--- src/inc/tcsc_cfg.svh ---
// register offsets, field positions and reset values of the channel block
`ifndef TCSC_CFG_SVH
`define TCSC_CFG_SVH
`define TCSC_OFF_CSC 4'h0
`define TCSC_OFF_CTRL 4'h4
`define TCSC_OFF_STAT 4'h8
`define TCSC_BIT_FLAG 7
`define TCSC_BIT_IRQ_EN 6
`define TCSC_BIT_MODE_HI 5
`define TCSC_BIT_MODE_LO 4
`define TCSC_BIT_EDGE_HI 3
`define TCSC_BIT_EDGE_LO 2
`define TCSC_BIT_WRITE_PROTECT_DISABLE 0
`define TCSC_RST_CSC 8'h00
`define TCSC_RST_WRITE_PROTECT_DISABLE 1'b0
`endif

--- src/inc/tcsc_pkg.sv ---
// types shared by the channel status-control block
package tcsc_pkg;
  // bus write handshake states, gray along the usual path
  typedef enum logic [1:0]
  {
    TCSC_W_IDLE = 2'b00,
    TCSC_W_RESP = 2'b01
  } tcsc_wstate_t;
  // edge detection choice decoded from the two select bits
  typedef enum logic [1:0]
  {
    TCSC_EDGE_OFF = 2'b00,
    TCSC_EDGE_RISE = 2'b01,
    TCSC_EDGE_FALL = 2'b10,
    TCSC_EDGE_BOTH = 2'b11
  } tcsc_edge_t;
endpackage

--- src/hdl/tcsc_channel.sv ---
// channel status-control register with event flag, behind axi4-lite
// How it works
// (RL1) reserved bits read zero, writes ignored
// (RL2) hardware event sets flag bit 7
// (RL3) flag clears on read-while-set then zero-write
// (RL4) writing one to flag changes nothing
// (RL5) event between read and write keeps flag
// (RL6) bit 6 enables channel interrupt
// (RL7) bits 5:4 select channel mode
// (RL8) bits 3:2 edge/level select, mode dependent
// (RL9) select bits writable only when unprotected
// (RL10) dual edge: 00 off, 01 rise, 10 fall, 11 both
// (RL11) irq while flag and enable both set
//
// The AXI4-Lite register port and the address map were left to the implementer.
`timescale 1ns/100ps
`include "tcsc_cfg.svh"
module tcsc_channel
(
  input wire logic core_clk,
  input wire logic resetn,
  input wire logic s_axi_awvalid,
  output logic s_axi_awready,
  input wire logic [31:0] s_axi_awaddr,
  input wire logic s_axi_wvalid,
  output logic s_axi_wready,
  input wire logic [31:0] s_axi_wdata,
  input wire logic [3:0] s_axi_wstrb,
  output logic s_axi_bvalid,
  input wire logic s_axi_bready,
  output logic [1:0] s_axi_bresp,
  input wire logic s_axi_arvalid,
  output logic s_axi_arready,
  input wire logic [31:0] s_axi_araddr,
  output logic s_axi_rvalid,
  input wire logic s_axi_rready,
  output logic [31:0] s_axi_rdata,
  output logic [1:0] s_axi_rresp,
  input wire logic channel_event,
  input wire logic dual_edge_mode,
  input wire logic channel_pin,
  output logic channel_port_enable,
  output logic [1:0] mode_select,
  output logic [1:0] edge_level_select,
  output logic channel_irq
);
  ////////////////////////////////////////////////////////////////////////
  // state
  logic channel_event_flag;
  logic channel_irq_enable;
  logic mode_select_hi;
  logic mode_select_lo;
  logic edge_level_select_hi;
  logic edge_level_select_lo;
  logic write_protect_disable;
  logic clear_armed;
  logic pin_q;
  logic dual_edge_seen;
  logic aw_held;
  logic w_held;
  logic [3:0] aw_addr_q;
  logic [31:0] w_data_q;
  logic [3:0] w_strb_q;
  tcsc_pkg::tcsc_wstate_t wstate;
  tcsc_pkg::tcsc_wstate_t next_wstate;
  // register reset image, so the flag reset is a one-bit pick of it
  localparam logic [7:0] rst_csc = `TCSC_RST_CSC;
  ////////////////////////////////////////////////////////////////////////
  // decode
  function automatic logic addr_is(input logic [3:0] a, input logic [3:0] o);
    addr_is = (a == o);
  endfunction
  wire [3:0] ar_off = s_axi_araddr[3:0];
  wire ar_csc = addr_is(ar_off, `TCSC_OFF_CSC);
  wire ar_ctrl = addr_is(ar_off, `TCSC_OFF_CTRL);
  wire ar_stat = addr_is(ar_off, `TCSC_OFF_STAT);
  wire ar_hit = ar_csc | ar_ctrl | ar_stat;
  wire ar_take = s_axi_arvalid & s_axi_arready;
  // write fires once both address and data are held
  wire wr_fire = aw_held & w_held & (wstate == tcsc_pkg::TCSC_W_IDLE);
  wire wr_csc = wr_fire & addr_is(aw_addr_q, `TCSC_OFF_CSC) & w_strb_q[0];
  wire wr_ctrl = wr_fire & addr_is(aw_addr_q, `TCSC_OFF_CTRL) & w_strb_q[0];
  wire wr_hit = addr_is(aw_addr_q, `TCSC_OFF_CSC)
    | addr_is(aw_addr_q, `TCSC_OFF_CTRL) | addr_is(aw_addr_q, `TCSC_OFF_STAT);
  wire [7:0] csc_view = {channel_event_flag, channel_irq_enable,
    mode_select_hi, mode_select_lo, edge_level_select_hi,
    edge_level_select_lo, 2'b00}; // RL1
  wire [7:0] stat_view = {6'h00, dual_edge_seen, channel_event_flag};
  // zero-write only clears after an armed read and with no new event
  wire flag_zero_wr = wr_csc & ~w_data_q[`TCSC_BIT_FLAG]; // RL4
  wire flag_clear = flag_zero_wr & clear_armed & ~channel_event; // RL3 RL5
  wire sel_wr = wr_csc & write_protect_disable; // RL9
  ////////////////////////////////////////////////////////////////////////
  // dual edge detection from the pin
  wire pin_rise = channel_pin & ~pin_q;
  wire pin_fall = ~channel_pin & pin_q;
  wire [1:0] els = {edge_level_select_hi, edge_level_select_lo};
  wire edge_hit = (els == tcsc_pkg::TCSC_EDGE_RISE) ? pin_rise
    : (els == tcsc_pkg::TCSC_EDGE_FALL) ? pin_fall
    : (els == tcsc_pkg::TCSC_EDGE_BOTH) ? (pin_rise | pin_fall)
    : 1'b0; // RL10
  wire event_in = channel_event | (dual_edge_mode & edge_hit);
  ////////////////////////////////////////////////////////////////////////
  // handshake outputs
  assign s_axi_awready = ~aw_held;
  assign s_axi_wready = ~w_held;
  assign s_axi_arready = ~s_axi_rvalid;
  assign s_axi_bvalid = (wstate == tcsc_pkg::TCSC_W_RESP);
  assign next_wstate = wr_fire ? tcsc_pkg::TCSC_W_RESP
    : (s_axi_bvalid & s_axi_bready) ? tcsc_pkg::TCSC_W_IDLE : wstate;
  assign mode_select = {mode_select_hi, mode_select_lo}; // RL7
  assign edge_level_select = els; // RL8
  assign channel_port_enable = ~dual_edge_mode
    | (els != tcsc_pkg::TCSC_EDGE_OFF); // RL10
  assign channel_irq = channel_event_flag & channel_irq_enable; // RL11 RL6
  ////////////////////////////////////////////////////////////////////////
  // write channel capture
  always_ff @(posedge core_clk or negedge resetn)
  begin
    if (!resetn)
    begin
      aw_held <= 1'b0;
      w_held <= 1'b0;
      aw_addr_q <= 4'h0;
      w_data_q <= 32'h0000_0000;
      w_strb_q <= 4'h0;
      wstate <= tcsc_pkg::TCSC_W_IDLE;
      s_axi_bresp <= 2'b00;
    end
    else
    begin
      wstate <= next_wstate;
      if (s_axi_awvalid & s_axi_awready)
      begin
        aw_held <= 1'b1;
        aw_addr_q <= s_axi_awaddr[3:0];
      end
      else if (wr_fire)
        aw_held <= 1'b0;
      if (s_axi_wvalid & s_axi_wready)
      begin
        w_held <= 1'b1;
        w_data_q <= s_axi_wdata;
        w_strb_q <= s_axi_wstrb;
      end
      else if (wr_fire)
        w_held <= 1'b0;
      if (wr_fire)
        s_axi_bresp <= wr_hit ? 2'b00 : 2'b10; // unmapped gives slverr
    end
  end
  ////////////////////////////////////////////////////////////////////////
  // read channel, one cycle after the address is taken
  always_ff @(posedge core_clk or negedge resetn)
  begin
    if (!resetn)
    begin
      s_axi_rvalid <= 1'b0;
      s_axi_rdata <= 32'h0000_0000;
      s_axi_rresp <= 2'b00;
    end
    else if (ar_take)
    begin
      s_axi_rvalid <= 1'b1;
      s_axi_rdata <= {24'h00_0000, ar_csc ? csc_view : ar_stat ? stat_view
        : ar_ctrl ? {7'h00, write_protect_disable} : 8'h00}; // RL1
      s_axi_rresp <= ar_hit ? 2'b00 : 2'b10;
    end
    else if (s_axi_rready)
      s_axi_rvalid <= 1'b0;
  end
  ////////////////////////////////////////////////////////////////////////
  // flag and its clear arming; a set always wins over a clear
  always_ff @(posedge core_clk or negedge resetn)
  begin
    if (!resetn)
    begin
      channel_event_flag <= rst_csc[`TCSC_BIT_FLAG];
      clear_armed <= 1'b0;
      pin_q <= 1'b0;
      dual_edge_seen <= 1'b0;
    end
    else
    begin
      pin_q <= channel_pin;
      if (event_in)
        channel_event_flag <= 1'b1; // RL2
      else if (flag_clear)
        channel_event_flag <= 1'b0; // RL3
      // a fresh event disarms so the pending write does nothing
      if (event_in | flag_zero_wr)
        clear_armed <= 1'b0; // RL5
      else if (ar_take & (ar_csc | ar_stat) & channel_event_flag)
        clear_armed <= 1'b1; // RL3
      if (dual_edge_mode & edge_hit)
        dual_edge_seen <= 1'b1;
      else if (flag_clear)
        dual_edge_seen <= 1'b0;
    end
  end
  ////////////////////////////////////////////////////////////////////////
  // control bits
  always_ff @(posedge core_clk or negedge resetn)
  begin
    if (!resetn)
    begin
      channel_irq_enable <= 1'b0;
      mode_select_hi <= 1'b0;
      mode_select_lo <= 1'b0;
      edge_level_select_hi <= 1'b0;
      edge_level_select_lo <= 1'b0;
      write_protect_disable <= `TCSC_RST_WRITE_PROTECT_DISABLE;
    end
    else
    begin
      if (wr_csc)
        channel_irq_enable <= w_data_q[`TCSC_BIT_IRQ_EN]; // RL6
      if (sel_wr)
      begin
        mode_select_hi <= w_data_q[`TCSC_BIT_MODE_HI]; // RL7
        mode_select_lo <= w_data_q[`TCSC_BIT_MODE_LO]; // RL7
        edge_level_select_hi <= w_data_q[`TCSC_BIT_EDGE_HI]; // RL8
        edge_level_select_lo <= w_data_q[`TCSC_BIT_EDGE_LO]; // RL8
      end
      if (wr_ctrl)
        write_protect_disable <= w_data_q[`TCSC_BIT_WRITE_PROTECT_DISABLE];
    end
  end
endmodule

--- config.mk ---
export PLATFORM = sky130hd
export DESIGN_NAME = tcsc_channel
export DESIGN_NICKNAME = d
export VERILOG_FILES = /design/src/inc/tcsc_pkg.sv /design/src/hdl/tcsc_channel.sv
export VERILOG_INCLUDE_DIRS = /design/src /design/src/inc
export SDC_FILE = /design/constraint.sdc
export NUM_CORES = 1
export LEC_CHECK = 0
export ABC_AREA = 1
export BUFFER_PORTS_ARGS = -buffer_cell sky130_fd_sc_hd__clkbuf_2
export CAP_MARGIN = 0
export CORE_ASPECT_RATIO = 0.7
export CORE_MARGIN = 1
export CORE_UTILIZATION = 41
export CTS_BUF_LIST = sky130_fd_sc_hd__clkbuf_8 sky130_fd_sc_hd__clkbuf_16
export DETAILED_ROUTE_END_ITERATION = 10
export PLACE_DENSITY_LB_ADDON = 0.3
export SETUP_SLACK_MARGIN = 0.02
export SYNTH_ARGS = -nofsm -noshare
export SYNTH_HDL_FRONTEND = slang
export SYNTH_SLANG_ARGS = --single-unit
--- constraint.sdc ---
create_clock -name core_clk -period 3.1 [get_ports core_clk]
set_input_delay 0.465 -clock core_clk [delete_from_list [all_inputs] [get_ports core_clk]]
set_output_delay 0.465 -clock core_clk [all_outputs]
set_load 0.01 [all_outputs]
* Word-level counts from Yosys, hierarchy flattened
Index checks and enable logic that the tools add are counted.
** Word-level totals
- Bits in registers :: 40
- Output and inout bits :: 47
- Word-level logic and storage cells :: 96
** Cells by class
- Bitwise logic cells :: 37
- Reduce and logical (&&, ||, !) cells :: 11
- Multiplexer cells :: 20
- Equality and inequality tests :: 8
** Operators with widths (number)
- 1-bit AND :: 20
- 2-bit nonzero test :: 8
- 1-bit 2-to-1 mux :: 14
- 2-bit 2-to-1 mux :: 5
- 1-bit bitwise OR :: 9
- 4-bit by 3-bit == test with 1-bit output (second input constant) :: 2
- 4-bit == test (second input constant) :: 2
- 4-bit zero test :: 2
- 8-bit 2-to-1 mux :: 1
- 1-bit inverter :: 8
- 2-bit by 1-bit == test with 1-bit output (second input constant) :: 2
- 2-bit == test (second input constant) :: 2
- 2-bit zero test :: 1

* Longest topological paths before layout
Gate-level depths: netlist (run 1).
- Depth in word-level cells :: 10
- Depth in mapped cells :: 9

* Worst setup path after synthesis (run 1)
Ideal clock, no wire load.
- Path kind :: input-to-reg
- Start point :: input channel_pin
- End point :: register dual_edge_seen
- Data required time :: 2.981 ns
- Slack :: 1.830 ns
- Arrival time :: 1.151 ns
- Library setup time :: 0.119 ns
- Stages on the path :: 9
- Cell sequence :: inv_1 ha_1 inv_1 nand2_1 nand3_1 nand2_1 nand2_1 nor2_1 nor2_1
** Between the ends
- Cells in the longest elaborated chain, start to end :: 8
- Elaborated cells on any way between the ends :: 10
** Ends and longest elaborated chain
- from (decl) :: line tcsc_channel.sv:41 : input wire logic channel_pin,
- 1-bit inverter :: line tcsc_channel.sv:96 : wire pin_fall = ~channel_pin & pin_q;
- 1-bit AND :: line tcsc_channel.sv:96
- 1-bit bitwise OR :: line tcsc_channel.sv:100 : : (els == tcsc_pkg::TCSC_EDGE_BOTH) ? (pin_rise | pin_fall)
- 1-bit 2-to-1 mux :: line tcsc_channel.sv:100
- 1-bit 2-to-1 mux :: line tcsc_channel.sv:99 : : (els == tcsc_pkg::TCSC_EDGE_FALL) ? pin_fall
- 1-bit 2-to-1 mux (*) :: line tcsc_channel.sv:98 : wire edge_hit = (els == tcsc_pkg::TCSC_EDGE_RISE) ? pin_rise
- 1-bit AND (*) :: line tcsc_channel.sv:195 : if (dual_edge_mode & edge_hit)
- 1-bit 2-to-1 mux / 2-bit nonzero test (equally long branches)
- to (signal assigned) :: line tcsc_channel.sv:181 : dual_edge_seen <= 1'b0;
- to (signal assigned) :: line tcsc_channel.sv:196 : dual_edge_seen <= 1'b1;
- to (signal assigned) :: line tcsc_channel.sv:198 : dual_edge_seen <= 1'b0;
- to (decl) :: line tcsc_channel.sv:58 : logic dual_edge_seen;
Mark *: on every way between the ends. The rest lies on a longest branch, timed or not.
A chain may end at the register's enable or synchronous reset.

* Worst setup path after layout (run 1)
- Start point :: register edge_level_select_lo
- End point :: output channel_port_enable
** Between the ends
- Cells in the longest elaborated chain, start to end :: 2
** Ends and longest elaborated chain
- from (decl) :: line tcsc_channel.sv:54 : logic edge_level_select_lo;
- from (signal assigned) :: line tcsc_channel.sv:223 : edge_level_select_lo <= w_data_q[`TCSC_BIT_EDGE_LO];
- 2-bit nonzero test :: line tcsc_channel.sv:114 : | (els != tcsc_pkg::TCSC_EDGE_OFF);
- 1-bit bitwise OR :: line tcsc_channel.sv:114
- to (decl) :: line tcsc_channel.sv:42 : output logic channel_port_enable,
No other way between the ends.

==> results.py, run 1 <==
metrics = {
    "outcome": {
        "status": "finished, final reports clean",
    },
    "sta": {
        "setup-violations-final": 0,
        "fmax_mhz": 652.1,
        "worstMarginPinSlew_ps": 883.9,
        "period_share_pct": 49.47,
        "slew_headroom_pct": 41.07,
        "slew_viol_final": 0,
        "whs_ps": 285.5,
        "rsz0062_at_grt": "false",
        "clock_skew_ps": 8.962,
        "hold_viol": 0,
        "min_period_ps": 1534,
        "fin_tns_setup_ps": 0,
    },
    "clock_tree": {
        "path_clk_slew_ps": 80,
        "clock_path_buffers": 2,
        "cts-root-buf": "clkbuf_8",
        "htreeDepth": 2,
        "worstSkewPairLatency_ps": 290,
        "cts_hold_repair.buffers": 0,
        "post_cts_buffers": 0,
        "cts-resized-gates": 0,
        "cts_tree": "built",
        "cts_buffers": 5,
        "cts.sinks": 36,
    },
    "global_route": {
        "overflow": 0,
        "antenna_found_initial": 0,
        "track_usage_pct": 15.44,
        "grt_pass1_vias": 1092,
        "grt_first_pass_wirelength_um": 5168,
        "grt_max_degree": 37,
    },
    "job": {
        "cap_viol_max_count": 0,
    },
    "synth": {
        "synth_edf_count": 0,
        "synth-main-ff-cell": "dfrtp_1",
        "synth-async-reset-ratio_pct": 100.0,
        "yosys.area_share.simple_pct": 18.19,
        "synth_area_leaders": "dfrtp_1 (50%), buf_4 (13%), nand2_1 (8.3%)",
        "synthAdderAreaFrac_pct": 1.383,
        "ys_ff_latch": 36,
        "syn_area_per_cell_um2": 9.374,
        "synthDominantCellAreaShare_pct": 49.79,
        "syn-cell-area_um2": 1809,
        "synth_compound_area_share_pct": 7.953,
        "yosysSeqAreaShare_pct": 49.79,
        "synth_warnings": 0,
        "synth_top_family_by_area": "simple AND/OR/NAND/NOR gates",
        "yosys.area.top_type": "dfrtp_1",
        "yosysUniqueCellTypes": 26,
        "synth_mux_area_share_pct": 4.979,
        "netlist_top_cells_count": "nand2_1 (40), dfrtp_1 (36), buf_4 (31), inv_1 (20), o21ai_0 (15)",
        "yosysMostFrequentCell": "nand2_1",
        "synth_xor_area_share_pct": 0,
        "syn_inst": 193,
    },
    "placement": {
        "port_buffers": 46,
        "globalplace.congestion": 0.7710,
        "hpwl_um": 2401,
    },
    "routing": {
        "routedWlPerCell_um": 10.92,
        "drt_first_pass_iters": 4,
        "totalWireLength_um": 3188,
        "drcViolationCount": 0,
        "viasPerCell": 4.353,
        "drtAntennaViolNets": 0,
        "drtIter0Drc": 86,
        "dr_total_vias": 1271,
    },
    "layout": {
        "drive_gt1_share_pct": 30.83,
        "reg_top3": "s_axi_rdata: 8 flops, w_data_q: 7 flops, aw_addr_q: 4 flops",
        "top_register": "s_axi_rdata",
        "largest_reg_flops": 8,
        "area_growth_pct": 14.52,
        "n_antenna_cell": 0,
        "final_net_count": 351,
    },
    "die": {
        "core-area_um2": 4065,
        "pin_count": 157,
        "dieArea_um2": 4687,
        "start_util_pct": 44.51,
        "die_w_um": 81.40,
        "die_height_um": 57.58,
        "num_rows": 19,
    },
    "power": {
        "sw_frac_of_total_pct": 34.30,
        "powerDensity_nw_per_um2": 755.2,
        "power_leakage_nw": 1.132,
        "seqPwrFrac_pct": 45.9,
        "clkPwrFrac_pct": 26.1,
        "ir_drop_mv": 0.5781,
        "p_int_w": 0.001028,
        "p_sw_w": 0.0005367,
        "p_comb_share_pct": 28.0,
    },
    "worst_setup_path": {
        "worstPathRequired_ps": 2630,
        "worstPathMaxFanout": 5,
        "worstPathArrival_ps": 1070,
        "cp-start-kind": "flop",
        "end_kind": "primary output",
        "path_class": "flop to primary output",
    },
    "hold_path": {
        "hold_class": "input port to asynchronous set/reset pin",
    },
}
-- layout by cell type (no fill, tap or decap), types with 2 or more instances in the layout --
cell type	Yosys	routed
clkbuf_2	0	46
nand2_1	40	40
dfrtp_1	36	36
conb_1	1	26
inv_1	20	20
o21ai_0	15	15
nor2_1	9	9
mux2_2	8	8
nand3_1	6	6
a21oi_1	5	5
clkbuf_8	0	5
nor2_4	3	3
nand2_2	2	2
nand4_1	2	2
o21ai_2	2	2
ha_1	2	2
-- routing by layer --
metal  track usage, %  up-vias  routed length (um)  part of all wire, %
li1                 -      656                   -                    -
met1            22.45      559                1652                   52
met2            20.12       51                1250                   39
met3            4.800        5                 230                  7.2
met4            8.418        0                  53                  1.7
met5                0        -                   0                    0
-- cell type report --
| class | count | area (um2) |
|---|---|---|
| Fill cell | 422 | 1993 |
| Sequential cell | 36 | 900.9 |
| Multi-Input combinational cell | 129 | 685.7 |
| Timing Repair Buffer | 46 | 230.2 |
| Inverter | 21 | 78.83 |
| Clock buffer | 5 | 68.82 |
| Tap cell | 52 | 65.06 |
| Clock inverter | 3 | 42.54 |
-- power groups by stage --
stage          combinational, W  sequential, W  clock (W)
2_1_floorplan          0.000351       0.000707          0
3_3_place_gp           0.000432       0.000719          0
3_5_place_dp           0.000443       0.000726          0
4_1_cts                0.000446       0.000718   0.000423
5_1_grt                0.000501       0.000738   0.000444
6_report               0.000438       0.000718   0.000409
-- through the flow --
step | instance area (um2) | worst slack, ps | utilization, % | total power (W) | std cells
finish | 2072 | 1566 | 50.97 | 0.001565 | 292
CTS | 2072 | 1543 | 50.97 | 0.001586 | 292
detailed placement | 1961 | 1632 | 48.23 | 0.001170 | 284
floorplan | 1903 | 1830 | - | 0.001057 | 218
global route | 2072 | 1465 | 50.97 | 0.001684 | 292
global placement | 1961 | 1659 | 48.23 | 0.001151 | 284
-- final timing paths --
check	depth (start not counted)	to	startpoint	slack, ps
min reg2reg	2	s_axi_rdata[5]	s_axi_rdata[5]	490
min in group core_clk	1	pin_q	channel_pin	320
max in group asynchronous	1	dual_edge_seen	resetn	2270
max	3	channel_port_enable	edge_level_select_lo	1570
max reg2reg	5	s_axi_rdata[4]	s_axi_rvalid	1750
min	1	w_held	resetn	290
-- logic make-up after synthesis --
group,Yosys count
buf+inv,53
mux,8
other cells,1
compound gates,26
fa+ha+maj,2
flops,36
simple gates,67
-- worst max-delay path, cell delays in order (launching register included) --
cell	delay, ps
dfrtp_1	430
inv_1	130
nand3_1	90
clkbuf_2	130
Note: power is estimated with default switching activity, not from simulation.
==> run 2: changes to the inputs <==
Settings changed: ABC_AREA 1 to 0, CORE_UTILIZATION 41 to 38.
Clock period 3.1 ns to 1.5 ns, I/O delays scaled along.
==> run 2 against run 1 <==
  * The run now ends with setup timing left
  * Non-clock buffer count increased by 18
  * Global-route usage is 0.39 points lower
  * Synthesized cell count down 20%
  * Critical path type is now flop to flop
  * Largest cell class unchanged
  * Largest power group unchanged
==> results.py, run 2 <==
metrics = {
    "routing": {
        "drt_first_pass_iters": 4,
        "drtAntennaViolNets": 0,
        "drcViolationCount": 0,
        "viasPerCell": 4.502,
        "dr_total_vias": 1229,
        "totalWireLength_um": 3380,
        "routedWlPerCell_um": 12.38,
        "drtIter0Drc": 39,
    },
    "worst_setup_path": {
        "worstPathRequired_ps": 1670,
        "worstPathMaxFanout": 4,
        "path_class": "flop to flop",
        "cp_slowest_cell": "or4b_4",
        "critPathTopFamily": "simple AND/OR/NAND/NOR gates",
        "max_stage_delay_ps": 550,
        "r2r-start": "aw_addr_q[1]",
        "path_cells": "or4b_4 > or4b_4 > mux2_4",
        "path_depth": 3,
        "critical_path_buf_inv_count": 0,
        "crit_start": "aw_addr_q[1]",
        "end_kind": "flop",
        "crit_end": "mode_select_hi",
        "r2r_slack_ps": -400,
        "cp_common_cell": "or4b_4",
        "rr_worst_depth": 3,
        "r2r-end": "mode_select_hi",
        "worstPathArrival_ps": 2060,
        "cp-start-kind": "flop",
    },
    "global_route": {
        "overflow": 0,
        "grt_max_degree": 37,
        "grt_pass1_vias": 1177,
        "grt_first_pass_wirelength_um": 5775,
        "antenna_found_initial": 0,
        "track_usage_pct": 15.05,
    },
    "sta": {
        "slew_viol_final": 0,
        "min_period_ps": 1896,
        "rsz0062_at_grt": "true",
        "worst_slack_ps": -395.8,
        "whs_ps": 109.0,
        "clock_skew_ps": 9.719,
        "fmax_mhz": 527.5,
        "hold_viol": 0,
        "fin_tns_setup_ps": -2457,
        "setup-violations-final": 9,
        "period_share_pct": 126.4,
    },
    "synth": {
        "synth_area_leaders": "dfrtp_1 (51%), buf_4 (13%), mux2_2 (8.2%)",
        "syn-cell-area_um2": 1778,
        "synthDominantCellAreaShare_pct": 50.67,
        "synth-async-reset-ratio_pct": 100.0,
        "yosysUniqueCellTypes": 33,
        "yosys.area.top_type": "dfrtp_1",
        "netlist_top_cells_count": "dfrtp_1 (36), buf_4 (30), mux2_2 (13), inv_1 (10), nand2_1 (9)",
        "yosysSeqAreaShare_pct": 50.67,
        "ys_ff_latch": 36,
        "synth_warnings": 0,
        "syn_inst": 155,
        "yosysMostFrequentCell": "dfrtp_1",
        "synth-main-ff-cell": "dfrtp_1",
        "syn_area_per_cell_um2": 11.47,
        "synth_edf_count": 0,
    },
    "power": {
        "clkPwrFrac_pct": 24.0,
        "p_int_w": 0.002353,
        "power_leakage_nw": 1.192,
        "powerDensity_nw_per_um2": 1518,
        "p_comb_share_pct": 34.3,
        "p_sw_w": 0.001083,
        "sw_frac_of_total_pct": 31.53,
        "seqPwrFrac_pct": 41.7,
        "ir_drop_mv": 0.9625,
    },
    "clock_tree": {
        "path_clk_slew_ps": 80,
        "clock_path_buffers": 2,
        "htreeDepth": 2,
        "worstSkewPairLatency_ps": 290,
        "cts-root-buf": "clkbuf_8",
        "cts_tree": "built",
        "cts.sinks": 36,
        "cts_buffers": 5,
    },
    "layout": {
        "final_cell_mix": "clkbuf_2 (46), dfrtp_1 (36), conb_1 (26)",
        "final_net_count": 329,
        "drive_gt1_share_pct": 44.04,
        "finalNonFillerCells": 273,
        "n_antenna_cell": 0,
        "final_core_util_pct": 51.39,
        "largest_reg_flops": 8,
        "reg_top3": "s_axi_rdata: 8 flops, w_data_q: 7 flops, aw_addr_q: 4 flops",
        "layout_commonest_cell": "clkbuf_2",
        "top_register": "s_axi_rdata",
        "area_growth_pct": 27.30,
    },
    "placement": {
        "dp_slack_ps": -393.9,
        "hpwl_um": 2496,
        "globalplace.congestion": 0.7218,
        "dp.cells": 263,
        "port_buffers": 46,
    },
    "hold_path": {
        "hold_class": "input port to flop",
    },
    "die": {
        "start_util_pct": 40.37,
        "core-area_um2": 4404,
        "die_height_um": 59.23,
        "die_w_um": 83.76,
        "num_rows": 20,
        "pin_count": 157,
        "dieArea_um2": 4961,
    },
    "outcome": {
        "status": "complete, but fails checks",
        "violations": "setup timing",
    },
    "job": {
        "cap_viol_max_count": 0,
    },
}
-- run 2: cell count changes after synthesis, moves of 3 or more --
| cell | before | now |
|---|---|---|
| clkbuf_1 | 0 | 3 |
| nand3b_1 | 0 | 3 |
| nand2_1 | 40 | 9 |
| o21ai_0 | 15 | 7 |
| nand3_1 | 6 | 0 |
| nor2_1 | 9 | 2 |
| nor2_4 | 3 | 0 |
| nand2b_1 | 0 | 3 |
| inv_1 | 20 | 10 |
| mux2_2 | 8 | 13 |
| mux2_4 | 0 | 4 |
| a21oi_1 | 5 | 0 |
| a22o_1 | 0 | 7 |
-- run 2: kinds of logic (layout without fill, tap and decap cells) --
kind of cell	Yosys count	in the layout	share of synthesized area (%)
flops	36	36	50.67
simple gates	31	31	10.49
fa+ha+maj	2	2	1.407
buf+inv	44	82	15.69
other cells	1	26	0.2109
compound gates	24	24	9.923
mux	17	17	11.61
-- run 2: how the worst min path moves through the flow --
| stage | startpoint | end | slack [ps] | cells past startpoint |
|---|---|---|---|---|
| after floorplan | resetn | aw_addr_q[0] | -70 | 0 |
| after global placement | resetn | s_axi_rdata[0] | 290 | 2 |
| after detailed placement | resetn | s_axi_rdata[0] | 290 | 2 |
| final | s_axi_bready | wstate[0] | 110 | 2 |
| after global routing | s_axi_bready | wstate[0] | 120 | 2 |
| after CTS | s_axi_bready | wstate[0] | 110 | 2 |
-- run 2: area by class of cell --
cell class | instances | area [um2]
fill | 418 | 2141
sequential | 36 | 900.9
multi-input combinational | 100 | 777.0
timing repair buffer | 64 | 371.6
clock buffer | 5 | 68.82
tap | 55 | 68.82
clock inverter | 3 | 38.79
inverter | 10 | 37.54
-- run 2: stage by stage --
step / power, W / area (um2)
floorplan: 0.002063 / 1877
global placement: 0.002471 / 2054
detailed placement: 0.002490 / 2054
CTS: 0.003426 / 2231
global route: 0.003677 / 2263
finish: 0.003436 / 2263
-- run 2: what timing repair did --
item                       in CTS  in global routing
hold buffers                    1                  0
buffers inserted                1                  0
hold endpoints to repair       36                  0
pin swaps                       1                  1
gates resized for setup        10                  4
setup endpoints to repair       9                 15
-- run 2: power groups by stage --
stage | clock, W | sequential [W] | combinational, W
after detailed placement | 0 | 0.00144 | 0.00105
after global routing | 0.000905 | 0.00147 | 0.00130
after floorplan | 0 | 0.00145 | 0.000616
after global placement | 0 | 0.00143 | 0.00104
final | 0.000825 | 0.00143 | 0.00118
after CTS | 0.000845 | 0.00143 | 0.00115
-- run 2: per-layer routing --
metal  track usage (%)  vias to the layer above  share of wire [%]
met4             2.906                        0                  0
met5                 0                        -                  0
met3             6.267                        0                8.1
met2             20.33                       54                 39
met1             22.37                      570                 53
li1                  -                      605                  -
-- run 2: worst reg2reg max path, stage by stage (launching register included) --
cell and delay, ps:
dfrtp_1 380, or4b_4 540, or4b_4 550, mux2_4 310
==> run 3: changes to the inputs <==
Settings changed: RECOVER_POWER from default to 50, SETUP_SLACK_MARGIN 0.02 to default.
==> run 3 against run 2 <==
  * The flow still finishes with violations (setup timing)
  * Via count increased by 0.16%
  * Clock power barely moved
  * Maximum frequency barely moved
  * Utilization down 0.28 points
  * Cell count is the same
  * Register-to-register slack barely moved
  * Die area did not move
  * Wire length rose by 0.77%
  * Global-route usage stayed put
  * Sequential power hardly changed
  * Final area is 0.55% lower
  * First-iteration DRC count is 13% higher
==> results.py, run 3 (same netlist as run 2, synthesis figures left out) <==
metrics = {
    "sta": {
        "worst_slack_ps": -394.7,
        "fmax_mhz": 527.8,
        "min_period_ps": 1895,
        "slew_headroom_pct": 41.34,
        "rsz0062_at_grt": "true",
        "setup-violations-final": 9,
        "period_share_pct": 126.3,
        "hold_viol": 0,
        "worstMarginPinSlew_ps": 879.9,
        "slew_viol_final": 0,
        "clock_skew_ps": 9.352,
    },
    "power": {
        "ir_drop_mv": 0.9036,
        "p_sw_w": 0.001081,
        "p_comb_share_pct": 34.1,
        "p_int_w": 0.002340,
        "sw_frac_of_total_pct": 31.60,
        "power_w": 0.003421,
        "seqPwrFrac_pct": 41.9,
        "powerDensity_nw_per_um2": 1520,
        "clkPwrFrac_pct": 24.1,
        "power_leakage_nw": 1.177,
    },
    "global_route": {
        "grt_max_degree": 37,
        "antenna_found_initial": 0,
        "track_usage_pct": 15.05,
        "overflow": 0,
        "grt_pass1_vias": 1177,
        "grt_first_pass_wirelength_um": 5775,
    },
    "routing": {
        "drtAntennaViolNets": 0,
        "totalWireLength_um": 3406,
        "dr_total_vias": 1231,
        "routedWlPerCell_um": 12.48,
        "drt_first_pass_iters": 4,
        "drcViolationCount": 0,
        "drtIter0Drc": 44,
        "viasPerCell": 4.509,
    },
    "worst_setup_path": {
        "path_class": "flop to flop",
        "cp_slowest_cell": "or4b_4",
        "worstPathRequired_ps": 1670,
        "cp_common_cell": "or4b_4",
        "worstPathMaxFanout": 4,
        "r2r-start": "aw_addr_q[1]",
        "end_kind": "flop",
        "cp-start-kind": "flop",
        "path_cells": "or4b_4 > or4b_4 > mux2_4",
        "worstPathArrival_ps": 2060,
        "crit_start": "aw_addr_q[1]",
        "max_stage_delay_ps": 550,
    },
    "clock_tree": {
        "cts-root-buf": "clkbuf_8",
        "cts_tree": "built",
        "worstSkewPairLatency_ps": 280,
        "path_clk_slew_ps": 80,
        "cts.sinks": 36,
        "htreeDepth": 2,
        "clock_path_buffers": 2,
        "cts_buffers": 5,
    },
    "die": {
        "die_height_um": 59.23,
        "num_rows": 20,
        "core-area_um2": 4404,
        "die_w_um": 83.76,
        "start_util_pct": 40.37,
        "dieArea_um2": 4961,
        "pin_count": 157,
    },
    "job": {
        "cap_viol_max_count": 0,
    },
    "hold_path": {
        "min_from": "s_axi_bready",
        "hold_class": "input port to flop",
    },
    "layout": {
        "top_register": "s_axi_rdata",
        "reg_top3": "s_axi_rdata: 8 flops, w_data_q: 7 flops, aw_addr_q: 4 flops",
        "area_growth_pct": 26.60,
        "fill_cells": 424,
        "finish.instance_area_um2": 2251,
        "largest_reg_flops": 8,
        "final_net_count": 329,
        "final_cell_mix": "clkbuf_2 (45), dfrtp_1 (36), conb_1 (26)",
        "layout_commonest_cell": "clkbuf_2",
        "n_antenna_cell": 0,
        "drive_gt1_share_pct": 42.20,
    },
    "placement": {
        "globalplace.congestion": 0.7218,
        "hpwl_um": 2496,
        "port_buffers": 46,
        "placed_cell_area_um2": 2054,
        "dp_slack_ps": -393.9,
    },
    "outcome": {
        "violations": "setup timing",
        "status": "complete, but fails checks",
    },
}
==> run 3: cell types whose count changed in the layout (fill, tap and decap cells not counted), sizes merged <==
cell and delta:
buf -3, clkbuf +3
==> run 3: repair_timing <==
item | 4_1_cts | 5_1_grt
setup buffers | 1 | 0
hold endpoints to repair | 36 | 0
gates resized for setup | 10 | 4
hold buffers | 1 | 0
pin swaps | 1 | 1
endpoints found under the setup margin | 9 | 15
==> run 3: routing by layer <==
layer | vias up | share of wire, % | GRT usage [%]
li1 | 607 | - | -
met1 | 570 | 53 | 22.37
met2 | 54 | 39 | 20.33
met3 | 0 | 8.0 | 6.267
met4 | 0 | 0 | 2.906
met5 | - | 0 | 0
==> run 3: final cells by class <==
type / count / area, um2 / share of cell area (%)
clock buffers: 5 / 68.82 / 3.057
flip-flops and latches: 36 / 900.9 / 40.02
multi-input cells: 100 / 777.0 / 34.52
clock inverters: 3 / 38.79 / 1.723
repair buffers: 64 / 359.1 / 15.95
inverters: 10 / 37.54 / 1.668
well taps: 55 / 68.82 / 3.057
==> run 3: path summary, 6_finish.rpt <==
kind,endpoint,slack [ps],depth (start not counted)
max,mode_select_hi,-390,3
min,wstate[0],110,2
max reg2reg,mode_select_hi,-390,3
min reg2reg,s_axi_rdata[1],490,2
max in group asynchronous,pin_q,270,3
min in group asynchronous,s_axi_bresp[1],680,3
==> run 3: power by group through the flow <==
| stage | registers, W | clock network, W | logic [W] |
|---|---|---|---|
| 6_report | 0.00143 | 0.000823 | 0.00117 |
| 5_1_grt | 0.00147 | 0.000905 | 0.00129 |
| 4_1_cts | 0.00143 | 0.000845 | 0.00115 |
| 3_5_place_dp | 0.00144 | 0 | 0.00105 |
| 3_3_place_gp | 0.00143 | 0 | 0.00104 |
| 2_1_floorplan | 0.00145 | 0 | 0.000616 |
==> run 3: stage by stage <==
step	utilization [%]	hold WS (ps)	TNS [ps]	cells
2_1_floorplan	-	-70.59	-2201	180
3_3_place_gp	46.65	286.3	-2200	263
3_5_place_dp	46.65	287.9	-2308	263
4_1_cts	50.65	106.0	-2535	273
5_1_grt	51.11	120.6	-2878	273
6_report	51.11	109.7	-2453	273
==> run 3: critical path: cells and delay by family (launching register included) <==
| family | cells | cell delay [ps] |
|---|---|---|
| flip-flops | 1 | 380 |
| multiplexers | 1 | 310 |
| AND/OR/NAND/NOR | 2 | 1090 |
